[src/design/node_state_pkg.sv]
// Package for the node state machine: register offsets, state codes,
// error reason codes and the carrier structs shared by the design.
// Assumes a 16-bit register port inside the node controller.
package node_state_pkg;

	localparam int ADDR_W = 12;
	localparam int DATA_W = 16;

	// Register offsets
	localparam logic [ADDR_W-1:0] STATE_REQUEST_OFS = 12'h120;
	localparam logic [ADDR_W-1:0] STATE_REPORT_OFS = 12'h130;
	localparam logic [ADDR_W-1:0] STATE_ERROR_REASON_OFS = 12'h134;

	// Field layout of request and report registers
	localparam int STATE_LSB = 0;
	localparam int STATE_W = 4;
	localparam int ACK_BIT = 4;
	localparam int ERR_BIT = 4;

	// Reset values
	localparam logic [DATA_W-1:0] STATE_REQUEST_RST = 16'h0001;
	localparam logic [DATA_W-1:0] ERROR_REASON_RST = 16'h0000;

	// Error reason codes
	localparam logic [DATA_W-1:0] ERR_NONE = 16'h0000;
	localparam logic [DATA_W-1:0] ERR_BAD_REQUEST = 16'h0011;
	localparam logic [DATA_W-1:0] ERR_BAD_TRANSITION = 16'h0012;
	localparam logic [DATA_W-1:0] ERR_BAD_CONFIG = 16'h0016;
	localparam logic [DATA_W-1:0] ERR_CONFIG_LOST = 16'h001a;

	typedef enum logic [3:0] {
		INIT_STATE = 4'h1,
		PRE_RUN_STATE = 4'h2,
		BOOT_STATE = 4'h3,
		INPUTS_ONLY_STATE = 4'h4,
		FULL_RUN_STATE = 4'h8
	} node_state_t;

	// Register access from the network side
	typedef struct packed {
		logic wr;
		logic rd;
		logic [ADDR_W-1:0] addr;
		logic [DATA_W-1:0] wdata;
	} reg_req_t;

	// Service permissions derived from the current state
	typedef struct packed {
		logic app_layer;
		logic mailbox;
		logic boot_mailbox;
		logic inputs;
		logic outputs;
	} service_t;

endpackage

[src/design/node_state_machine.sv]
// Node state machine: request/report/reason registers and service gates.
// Assumes the register port and validation inputs are on CLK_I already;
// the local application controller answers each validation request.
`timescale 1ns/1ns
module node_state_machine
	import node_state_pkg::*;
(
	input wire logic CLK_I,
	input wire logic RST_N_I,
	input wire reg_req_t REG_REQ_I,
	output logic [DATA_W-1:0] REG_RDATA_O,
	output logic VALIDATE_REQ_O,
	output node_state_t VALIDATE_STATE_O,
	input wire logic VALIDATE_DONE_I,
	input wire logic VALIDATE_OK_I,
	input wire logic [DATA_W-1:0] VALIDATE_CODE_I,
	input wire logic CONFIG_FAULT_I,
	output service_t SERVICE_O
);

	typedef enum logic [1:0] {
		IDLE_PH = 2'b00,
		CHECK_PH = 2'b01
	} phase_t;

	node_state_t state_q, state_d;
	node_state_t target_q, target_d;
	phase_t phase_q, phase_d;
	logic [DATA_W-1:0] request_q, request_d;
	logic [DATA_W-1:0] reason_q, reason_d;
	logic err_q, err_d;
	logic pend_q, pend_d;

	// Legal state code check
	function automatic logic legal_code(input logic [STATE_W-1:0] c);
		return c == INIT_STATE || c == PRE_RUN_STATE || c == BOOT_STATE ||
			c == INPUTS_ONLY_STATE || c == FULL_RUN_STATE;
	endfunction

	// Upward steps go one level at a time; boot only to and from init
	function automatic logic legal_step(input node_state_t f,
		input node_state_t t);
		logic ok;
		ok = 1'b0;
		if (t == INIT_STATE || t == f)
			ok = 1'b1;
		else if (t == BOOT_STATE)
			ok = (f == INIT_STATE);
		else if (f == BOOT_STATE)
			ok = 1'b0;
		else if (t == PRE_RUN_STATE)
			ok = 1'b1;
		else if (t == INPUTS_ONLY_STATE)
			ok = (f != INIT_STATE);
		else if (t == FULL_RUN_STATE)
			ok = (f == INPUTS_ONLY_STATE || f == FULL_RUN_STATE);
		return ok;
	endfunction

	wire logic req_wr = REG_REQ_I.wr && REG_REQ_I.addr == STATE_REQUEST_OFS;

	// Next state of the node state machine and its registers
	always_comb
	begin
		state_d = state_q;
		target_d = target_q;
		phase_d = phase_q;
		request_d = request_q;
		reason_d = reason_q;
		err_d = err_q;
		pend_d = pend_q;
		if (req_wr)
		begin
			request_d = REG_REQ_I.wdata;
			pend_d = 1'b1;
			if (REG_REQ_I.wdata[ACK_BIT])
				err_d = 1'b0;
		end
		unique case (phase_q)
			IDLE_PH:
				if (pend_q && !req_wr)
				begin
					pend_d = 1'b0;
					if (!legal_code(request_q[STATE_LSB +: STATE_W]))
					begin
						err_d = 1'b1;
						reason_d = ERR_BAD_REQUEST;
					end
					else if (!legal_step(state_q,
						node_state_t'(request_q[STATE_LSB +: STATE_W])))
					begin
						err_d = 1'b1;
						reason_d = ERR_BAD_TRANSITION;
					end
					else if (request_q[STATE_LSB +: STATE_W] == state_q)
						state_d = state_q;
					else
					begin
						target_d =
							node_state_t'(request_q[STATE_LSB +: STATE_W]);
						phase_d = CHECK_PH;
					end
				end
			CHECK_PH:
				if (VALIDATE_DONE_I)
				begin
					phase_d = IDLE_PH;
					if (VALIDATE_OK_I)
					begin
						state_d = target_q;
						reason_d = ERR_NONE;
					end
					else
					begin
						err_d = 1'b1;
						reason_d = VALIDATE_CODE_I;
					end
				end
			default: phase_d = IDLE_PH;
		endcase
		// Configuration faults outside init and boot win over any confirmation
		if (CONFIG_FAULT_I && state_q != INIT_STATE &&
			state_q != BOOT_STATE)
		begin
			state_d = (state_q == PRE_RUN_STATE) ? INIT_STATE :
				PRE_RUN_STATE;
			phase_d = IDLE_PH;
			err_d = 1'b1;
			reason_d = ERR_CONFIG_LOST;
		end
	end

	always_ff @(posedge CLK_I or negedge RST_N_I)
	begin
		if (!RST_N_I)
		begin
			state_q <= INIT_STATE;
			target_q <= INIT_STATE;
			phase_q <= IDLE_PH;
			request_q <= STATE_REQUEST_RST;
			reason_q <= ERROR_REASON_RST;
			err_q <= 1'b0;
			pend_q <= 1'b0;
		end
		else
		begin
			state_q <= state_d;
			target_q <= target_d;
			phase_q <= phase_d;
			request_q <= request_d;
			reason_q <= reason_d;
			err_q <= err_d;
			pend_q <= pend_d;
		end
	end

	// Read data registered; unmapped offsets read zero
	logic [DATA_W-1:0] rdata_d, rdata_q;
	always_comb
	begin
		rdata_d = '0;
		if (REG_REQ_I.rd)
		begin
			unique case (REG_REQ_I.addr)
				STATE_REQUEST_OFS: rdata_d = request_q;
				STATE_REPORT_OFS:
				begin
					rdata_d[STATE_LSB +: STATE_W] = state_q;
					rdata_d[ERR_BIT] = err_q;
				end
				STATE_ERROR_REASON_OFS: rdata_d = reason_q;
				default: rdata_d = '0;
			endcase
		end
	end

	always_ff @(posedge CLK_I or negedge RST_N_I)
	begin
		if (!RST_N_I)
			rdata_q <= '0;
		else
			rdata_q <= rdata_d;
	end

	assign REG_RDATA_O = rdata_q;
	assign VALIDATE_REQ_O = (phase_q == CHECK_PH);
	assign VALIDATE_STATE_O = target_q;

	// Service gates per state
	always_comb
	begin
		SERVICE_O = '0;
		unique case (state_q)
			PRE_RUN_STATE: SERVICE_O.mailbox = 1'b1;
			BOOT_STATE:
			begin
				SERVICE_O.mailbox = 1'b1;
				SERVICE_O.boot_mailbox = 1'b1;
			end
			INPUTS_ONLY_STATE:
			begin
				SERVICE_O.mailbox = 1'b1;
				SERVICE_O.inputs = 1'b1;
			end
			FULL_RUN_STATE:
			begin
				SERVICE_O.mailbox = 1'b1;
				SERVICE_O.inputs = 1'b1;
				SERVICE_O.outputs = 1'b1;
			end
			default: SERVICE_O = '0;
		endcase
		SERVICE_O.app_layer = SERVICE_O.mailbox;
	end

	// Checks
	a_confirm_needs_ok: assert property (@(posedge CLK_I)
		disable iff (!RST_N_I) (state_q != $past(state_q) &&
		!$past(CONFIG_FAULT_I)) |-> $past(VALIDATE_DONE_I &&
		VALIDATE_OK_I && phase_q == CHECK_PH))
		else $error("state changed without validation");
	a_confirm_target: assert property (@(posedge CLK_I)
		disable iff (!RST_N_I) (phase_q == CHECK_PH &&
		VALIDATE_DONE_I && VALIDATE_OK_I && !CONFIG_FAULT_I) |=>
		state_q == $past(target_q))
		else $error("confirmed state differs from target");
	a_reject_flags: assert property (@(posedge CLK_I)
		disable iff (!RST_N_I) (phase_q == CHECK_PH &&
		VALIDATE_DONE_I && !VALIDATE_OK_I && !CONFIG_FAULT_I) |=>
		err_q && reason_q == $past(VALIDATE_CODE_I))
		else $error("rejection not reported");
	a_init_quiet: assert property (@(posedge CLK_I)
		disable iff (!RST_N_I)
		state_q == INIT_STATE |-> SERVICE_O == '0)
		else $error("services open in init");
	a_prerun_nodata: assert property (@(posedge CLK_I)
		disable iff (!RST_N_I) state_q == PRE_RUN_STATE |->
		SERVICE_O.mailbox && !SERVICE_O.inputs && !SERVICE_O.outputs)
		else $error("pre-run services wrong");
	a_safe_outputs: assert property (@(posedge CLK_I)
		disable iff (!RST_N_I) state_q == INPUTS_ONLY_STATE |->
		SERVICE_O.mailbox && SERVICE_O.inputs && !SERVICE_O.outputs)
		else $error("outputs live in inputs-only");
	a_full_run: assert property (@(posedge CLK_I)
		disable iff (!RST_N_I) state_q == FULL_RUN_STATE |->
		SERVICE_O.inputs && SERVICE_O.outputs)
		else $error("full run lacks data");
	a_boot_mailbox: assert property (@(posedge CLK_I)
		disable iff (!RST_N_I) state_q == BOOT_STATE |->
		SERVICE_O.boot_mailbox && SERVICE_O.mailbox &&
		!SERVICE_O.inputs && !SERVICE_O.outputs)
		else $error("boot services wrong");
	a_fault_drop: assert property (@(posedge CLK_I)
		disable iff (!RST_N_I)
		(CONFIG_FAULT_I && state_q == FULL_RUN_STATE) |=>
		state_q == PRE_RUN_STATE && err_q)
		else $error("fault did not lower state");
	a_err_sticky: assert property (@(posedge CLK_I)
		disable iff (!RST_N_I)
		(err_q && !(req_wr && REG_REQ_I.wdata[ACK_BIT])) |=> err_q)
		else $error("error flag dropped without ack");

	c_to_full_run: cover property (@(posedge CLK_I) disable iff (!RST_N_I)
		state_q == FULL_RUN_STATE);
	c_rejected: cover property (@(posedge CLK_I) disable iff (!RST_N_I)
		$rose(err_q) && reason_q != ERR_CONFIG_LOST);
	c_boot: cover property (@(posedge CLK_I) disable iff (!RST_N_I)
		state_q == BOOT_STATE);
	c_fault: cover property (@(posedge CLK_I) disable iff (!RST_N_I)
		CONFIG_FAULT_I && state_q == INPUTS_ONLY_STATE);

endmodule

[config.mk]
export PLATFORM = sky130hd
export DESIGN_NAME = node_state_machine
export DESIGN_NICKNAME = d
export VERILOG_FILES = /design/src/design/node_state_pkg.sv /design/src/design/node_state_machine.sv
export SDC_FILE = /design/constraint.sdc
export NUM_CORES = 1
export LEC_CHECK = 0
export BUFFER_PORTS_ARGS = -buffer_cell sky130_fd_sc_hd__buf_2
export CORE_MARGIN = 2
export CORE_UTILIZATION = 53
export CTS_CLUSTER_DIAMETER = 60
export DETAILED_ROUTE_END_ITERATION = 8
export PLACE_DENSITY = 0.8
export SLEW_MARGIN = 40
export SYNTH_ARGS = -nofsm -noshare
export SYNTH_HDL_FRONTEND = slang
export SYNTH_SLANG_ARGS = --single-unit
[constraint.sdc]
create_clock -name CLK_I -period 4 [get_ports CLK_I]
set_clock_uncertainty 0.15 [all_clocks]
set_input_delay 0.4 -clock CLK_I [delete_from_list [all_inputs] [get_ports CLK_I]]
set_output_delay 0.4 -clock CLK_I [all_outputs]
set_load 0.02 [all_outputs]
# After elaboration in Yosys (flattened, before gate mapping)
# Index checks and enable logic that the tools add are counted.
[word_totals]
in_bits = 51
elab_cells = 101
ff_bits = 60
[classes]
n_bitwise = 1
n_eq_ne = 23
muxes = 47
n_reduce_logical = 22
[ops]
columns = ["cell", "n"]
rows = [
  ["$mux W16", 7],
  ["$eq A12 B9 Y1 const B", 3],
  ["$pmux W16 S2", 1],
  ["$mux W1", 24],
  ["$pmux W11 S2", 1],
  ["$eq A4 B2 Y1 const B", 4],
  ["$mux W4", 4],
  ["$pmux W5 S3", 1],
  ["$mux W2", 7],
  ["$ne A3 B3 Y1 const B", 4],
  ["$reduce_and A5 Y1", 2],
  ["$eq A4 B1 Y1 const B", 2],
  ["$eq A4 B3 Y1 const B", 2],
  ["$eq A4 B4 Y1 const B", 2],
  ["$logic_or A1 B1 Y1", 6],
  ["$reduce_bool A2 Y1", 3],
  ["$eq A4 B4 Y1", 1],
  ["$logic_and A1 B1 Y1", 4],
  ["$ne A4 B1 Y1 const B", 1],
  ["$ne A4 B2 Y1 const B", 1],
  ["$ne A4 B4 Y1 const B", 1],
  ["$pmux W2 S2", 1],
  ["$reduce_and A4 Y1", 1],
  ["$reduce_or A4 Y1", 1],
  ["9 further kinds", 9],
]

# Logic depth before layout (Yosys ltp)
# Gate-level depths: netlist (run 1).
[logic_depth]
ltp_word = 16
ltp_mapped = 9
ltp_nobuf = 6

# Least setup slack after synthesis (run 1)
# No wires, ideal clock.
[synth_timing]
path_type = "reg2reg"
from = "register state_q[0]"
to = "register reason_q[10]"
slack_ns = 1.432
setup_ns = 0.125
required_ns = 3.725
stages_incl_launch_ff = 8
arrival_time_ns = 2.293
n_path_buf = 1
cell_sequence = "dfstp_2 > or3b_1 > mux2i_1 > a311oi_1 > nor3_2 > o21ai_4 > buf_6 > mux2_4"
[synth_between]
elab_chain_len = 13
[synth_rtl]
columns = ["item", "line", "text"]
rows = [
  ["start, declared", "node_state_machine.sv:26", "node_state_t state_q, state_d;"],
  ["start signal, assigned", "node_state_machine.sv:147", "state_q <= state_d;"],
  ["$eq A4 B3 Y1 / $eq A4 B4 Y1 (equally long branches)", "node_state_machine.sv:56", "ok = (f == INPUTS_ONLY_STATE || f == FULL_RUN_STATE);"],
  ["$logic_or A1 B1 Y1", "node_state_machine.sv:56", ""],
  ["$mux W1", "node_state_machine.sv:55", "else if (t == FULL_RUN_STATE)"],
  ["$mux W1", "node_state_machine.sv:53", "else if (t == INPUTS_ONLY_STATE)"],
  ["$mux W1", "node_state_machine.sv:51", "else if (t == PRE_RUN_STATE)"],
  ["$mux W1", "node_state_machine.sv:49", "else if (f == BOOT_STATE)"],
  ["$mux W1", "node_state_machine.sv:47", "else if (t == BOOT_STATE)"],
  ["$mux W1", "node_state_machine.sv:45", "if (t == INIT_STATE || t == f)"],
  ["$mux W1", "node_state_machine.sv:84", "if (!legal_code(request_q[STATE_LSB +: STATE_W]))"],
  ["$mux W1", "node_state_machine.sv:81", "if (pend_q && !req_wr)"],
  ["$mux W1", "node_state_machine.sv:79", "unique case (phase_q)"],
  ["$ne A4 B4 Y1 (no source line)", "--", ""],
  ["$reduce_and A4 Y1 (no source line)", "--", ""],
  ["end signal, assigned", "node_state_machine.sv:151", "reason_q <= reason_d;"],
  ["end, declared", "node_state_machine.sv:30", "logic [DATA_W-1:0] reason_q, reason_d;"],
]
# Several ways; a longest one is shown, not always the timed one. The select of a mux whose other input is x is not followed.
# A chain may end at the register's enable or synchronous reset.

# Final worst setup path (run 1)
[layout_timing]
from = "register state_q[0]"
to = "register reason_q[4]"
# Same word-level chain as after synthesis.

==> metrics, run 1 <==
status=finished, final reports clean; Fin Setup TNS=0 ps; starting density of the core=54.3%; Top-Level Pins=77; maximum vdd drop=0.000281 V; Worst setup EP type=flop; Final Total Pwr=1.41 mW; Yosys reg bits=roughly 60; Root Buffer=clkbuf_8; top cells by area, synth=dfrtp_1 (47%), mux2_2 (11%), a22oi_1 (4.8%); Final nets=377; CP cell instances=or3b_1 > mux2i_1 > a311oi_1 > nor3_2 > o21ai_4 > mux2_2; DRT antenna net count=0; Seq pwr share=46.0%; register area share after synthesis=50.1%; clk_lat worst skew=about 340 ps; shortest period the worst path allows=3060 ps; CP Launch Type=flop; die height=about 79 µm; H-tree Lvls=3; post-placement cell area=3330 µm²; worst path arrival time=~3100 ps; Syn Inst Count=roughly 260; Logic pwr share=11.7%; total CTS buffers=9; Slew @ Worst Pin=~780 ps; Slowest Stage Delay on Critical Path=660 ps; switching part of the total=25.6%; Final Cycle Share=76.5%; Top FF cell, synth=dfrtp_1; pin count of the biggest net entering global routing=60; DRC Markers=0; Post-synth EDFFs=0; GR Overflow Total=0; WL final=6.41 mm; final setup vio count=0; initial antenna violation count=0; GRT Util Overall=~22%; vias in the first global route=2219; dominant cell type by area after synthesis=dfrtp_1; asr flop ratio synth=100%; Longest Clk Path Bufs=2; antenna cells=0; Post-DP HPWL=4.37 mm; area growth from synthesis to layout=20.2%; post-synth cell types=45; Setup CP Type=reg2reg; Max Freq=0.327 GHz; core area=5440 µm²; syn_nets=307; die area=just over 6000 µm²; standard-cell rows=27; PortBufs=76; Design Area, Final=3550 µm²; Num Clock Sinks=59; count leader, synth=dfrtp_1; Iteration-0 DRC Markers=185; slowest CP cell=dfstp_2; chip width=78.6 µm; Hold Vio Cnt, Final=0; internal power=roughly 1.1 mW; hold_buf cts=0; Syn Area/Cell=between 10 and 15 µm²; synth cell count leaders=dfrtp_1 (56), mux2_2 (29), a22oi_1 (19), nor2_1 (17); post-CTS resize count=0; maxcap violations=0; synthesized area=roughly 3000 µm²; 1st-pass router iterations=4; P_sw=0.361 mW; layout cells sized above 1=~43%; HP Class=in2async; Slew Limit Headroom=48.0%; routed vias/inst=between 5 and 6; power share of the clock group=42.3%; PD cells=just under 400 nW/µm²; Synth Warn #=0; clock-pin slew of the registers on the worst-case setup and hold paths=roughly 70 ps; gp weighted congestion=0.807; data required time at the worst endpoint=4070 ps; unrepaired setup endpoints after global routing=false; first-pass GRT wire length=10.6 mm; wire per inst=between 15 and 20 µm; top-area cell type share of the netlist area=between 40% and 50%; CTS tree=built; total number of vias=2270; leak pwr=around 1.8 nW; Final Slew Violations=0; crit-path max FO=16; post-CTS setup buffers=0
[per-layer routing]
layer  vias up  wire, µm  track usage [%]
met5         -         0                0
met4         0       150             10.9
met3        13       425             4.83
met2        82      3010             35.0
met1      1115      2830             29.7
li1       1060         -                -
[through the flow]
stage,setup WS [ps],utilization [%],instances,hold WS (ps)
finish,940,65.2,403,44.2
global route,809,65.2,403,105
CTS,959,65.2,403,74.8
detailed placement,970,61.2,387,324
global placement,1040,61.2,387,312
floorplan,1430,-,256,-45.6
[power groups by stage]
| stage | combinational [mW] | clock [mW] | sequential, mW |
|---|---|---|---|
| global placement | 0.160 | 0 | 0.658 |
| floorplan | 0.123 | 0 | 0.640 |
| global route | 0.181 | 0.629 | 0.653 |
| detailed placement | 0.164 | 0 | 0.659 |
| CTS | 0.164 | 0.601 | 0.648 |
| finish | 0.165 | 0.598 | 0.649 |
[kinds of logic after synthesis]
family / Yosys count / share of synthesized area [%]
AO/OA/AOI/OAI: 44 / 11.1
XOR/XNOR: 6 / 1.78
buffers and inverters: 24 / 4.32
flip-flops: 59 / 50.1
multiplexers: 41 / 16.7
AND/OR/NAND/NOR: 82 / 16.0
[worst paths after layout]
| check | startpoint | end | slack, ps | cells after the start |
|---|---|---|---|---|
| max in group asynchronous | RST_N_I | request_q[2] | 3180 | 2 |
| max | state_q[0] | reason_q[4] | 940 | 6 |
| max reg2reg | state_q[0] | reason_q[4] | 940 | 6 |
| min reg2reg | request_q[4] | request_q[4] | 350 | 2 |
| min in group CLK_I | REG_REQ_I[10] | request_q[10] | 130 | 2 |
| min | RST_N_I | request_q[8] | 40 | 2 |
[cell type report]
class                      instances  area, µm²
fill                             431       1890
timing repair buffer              78        395
clock buffer                      10        128
clock inverter                     6       90.1
sequential                        59       1480
inverter                           5       18.8
tap                               72       90.1
multi-input combinational        173       1350
[state kept, by name, summed over array words and instances (netlist names)]
name              cells
err_q                 1
request_q            16
phase_q               1
pend_q                1
state_q               4
VALIDATE_STATE_O      4
reason_q             16
REG_RDATA_O          16
[layout by cell type, fill, tap and decap left out, types with 3 or more instances in the layout]
cell	instances
a21oi_1	7
a22oi_1	19
and3_1	15
buf_2	76
clkbuf_8	9
dfrtp_1	56
dfstp_2	3
inv_1	5
mux2_2	29
mux2_4	9
mux2i_1	3
nand2_1	15
nand3_1	3
nor2_1	16
nor2b_1	12
nor4b_1	5
o21ai_0	8
xor2_1	4
[worst max-delay path: cells and delay by family (launching register included)]
| kind | cells | cell delay (ps) |
|---|---|---|
| AO/OA/AOI/OAI | 2 | 1050 |
| AND/OR/NAND/NOR | 2 | 540 |
| flip-flops | 1 | 660 |
| multiplexers | 2 | 540 |
Power figures use the tool's default switching activity.
==> inputs of run 2 (changes only) <==
==> constraint.sdc (replaced) <==
create_clock -name CLK_I -period 3.2 [get_ports CLK_I]
set_clock_uncertainty 0.15 [all_clocks]
set_input_delay 0.32 -clock CLK_I [delete_from_list [all_inputs] [get_ports CLK_I]]
set_output_delay 0.32 -clock CLK_I [all_outputs]
set_load 0.02 [all_outputs]
==> metrics, run 2 (same netlist as run 1, synthesis figures left out) <==
DRT antenna net count=0; area growth from synthesis to layout=20.4%; maximum vdd drop=0.000279 V; PortBufs=76; HP Class=in2reg; Longest Clk Path Bufs=2; Root Buffer=clkbuf_8; Layout Cells excl Fill=approximately 410; worst path arrival time=2930 ps; post-CTS setup buffers=0; dpl cells=390; post-placement cell area=3350 µm²; chip width=78.6 µm; PD cells=approximately 460 nW/µm²; leading cell type in the layout, fill and taps excluded=buf_2; pin count of the biggest net entering global routing=44; shortest period the worst path allows=2870 ps; Fin Setup TNS=0 ps; Iteration-0 DRC Markers=132; DRC Markers=0; CP startpoint=state_q[0]; Final Total Pwr=approximately 1.6 mW; final setup vio count=0; Design Area, Final=3550 µm²; vias in the first global route=2231; Slew @ Worst Pin=between 500 and 600 ps; gp weighted congestion=0.846; Post-DP HPWL=4.48 mm; initial antenna violation count=0; maxcap violations=0; clk_lat worst skew=between 300 and 400 ps; Final Cycle Share=89.7%; Hold Vio Cnt, Final=0; standard-cell rows=27; worst reg-to-reg path cell count=7; CP Launch Type=flop; antenna cells=0; die height=78.6 µm; most frequent cells in the layout=buf_2 (75), dfrtp_1 (56), mux2_2 (29); crit-path max FO=13; total number of vias=between 2000 and 2500; 1st-pass router iterations=4; min-delay src=REG_REQ_I[6]; data required time at the worst endpoint=3260 ps; Final nets=approximately 380; H-tree Lvls=3; clock-pin slew of the registers on the worst-case setup and hold paths=70 ps; GR Overflow Total=0; Max Freq=between 0.3 and 0.4 GHz; WL final=6.43 mm; leak pwr=1.79 nW; Setup CP Type=reg2reg; core area=5440 µm²; first-pass GRT wire length=10.6 mm; Final Slew Violations=0; unrepaired setup endpoints after global routing=false; Num Clock Sinks=59; total CTS buffers=9; layout cells sized above 1=43.6%; Worst setup EP type=flop; Top-Level Pins=77; CTS tree=built; hold depth=2; die area=~6200 µm²; # fillers=roughly 430; starting density of the core=54.3%; status=finished, final reports clean; routed vias/inst=5.47; wire per inst=between 15 and 20 µm; reg-to-reg startpoint=state_q[0]; GRT Util Overall=22.7%; Slew Limit Headroom=63.7%
==> run 2: changes by cell type in the layout (fill, tap and decap cells not counted), sizes merged <==
cell,change
bufinv,-2
clkbuf,+1
dlygate4sd3,+1
clkinvlp,+1
buf,+3
==> run 2: path summary, 6_finish.rpt <==
path                             endpoint  slack [ps]
setup / recovery              reason_q[0]         330
hold / removal               request_q[6]          60
setup reg to reg              reason_q[0]         330
hold reg to reg              request_q[4]         340
max in group asynchronous   request_q[15]        1910
min in group asynchronous  REG_RDATA_O[7]         360
==> run 2: cell type report <==
| class | instances | area [µm²] | area share [%] |
|---|---|---|---|
| multi-input cells | 173 | 1350 | 37.9 |
| clock inverters | 5 | 37.5 | 1.06 |
| clock buffers | 11 | 151 | 4.26 |
| flip-flops and latches | 59 | 1480 | 41.6 |
| repair buffers | 82 | 430 | 12.1 |
| well taps | 72 | 90.1 | 2.53 |
| inverters | 5 | 18.8 | 0.528 |
==> run 2: worst max-delay path: stages, from the launching register on <==
cell and delay [ps]:
dfstp_2 650, or3b_1 410, mux2i_1 140, a311oi_1 440, nor3_2 130, o21ai_4 260, buf_4 220, mux2_2 340
==> run 2: what timing repair did <==
item	in CTS	in global routing
setup endpoints to repair	0	0
endpoints found under the hold margin	39	0
hold buffers	1	0
resized for setup	0	0
==> run 2: power breakdown <==
group | total, mW | internal (mW) | switching, mW
Combinational | 0.212 | 0.103 | 0.109
Clock | 0.623 | 0.324 | 0.299
Sequential | 0.811 | 0.776 | 0.0354
Total | 1.65 | 1.20 | 0.443
==> run 2: per-layer routing <==
layer  track usage, %  part of all wire [%]  up-vias
li1                 -                     -     1069
met1             30.3                    45     1058
met2             34.8                    46       89
met3             4.14                   7.2       10
met4             13.0                   1.7        0
met5                0                     0        -
==> run 2: per-stage QoR <==
| stage | utilization, % | hold slack, ps | setup slack, ps |
|---|---|---|---|
| floorplan | - | -126 | 632 |
| finish | 65.4 | 61.2 | 330 |
| global route | 65.4 | 50.3 | 189 |
| CTS | 65.3 | 49.2 | 322 |
| detailed placement | 61.7 | 192 | 342 |
| global placement | 61.6 | 309 | 393 |
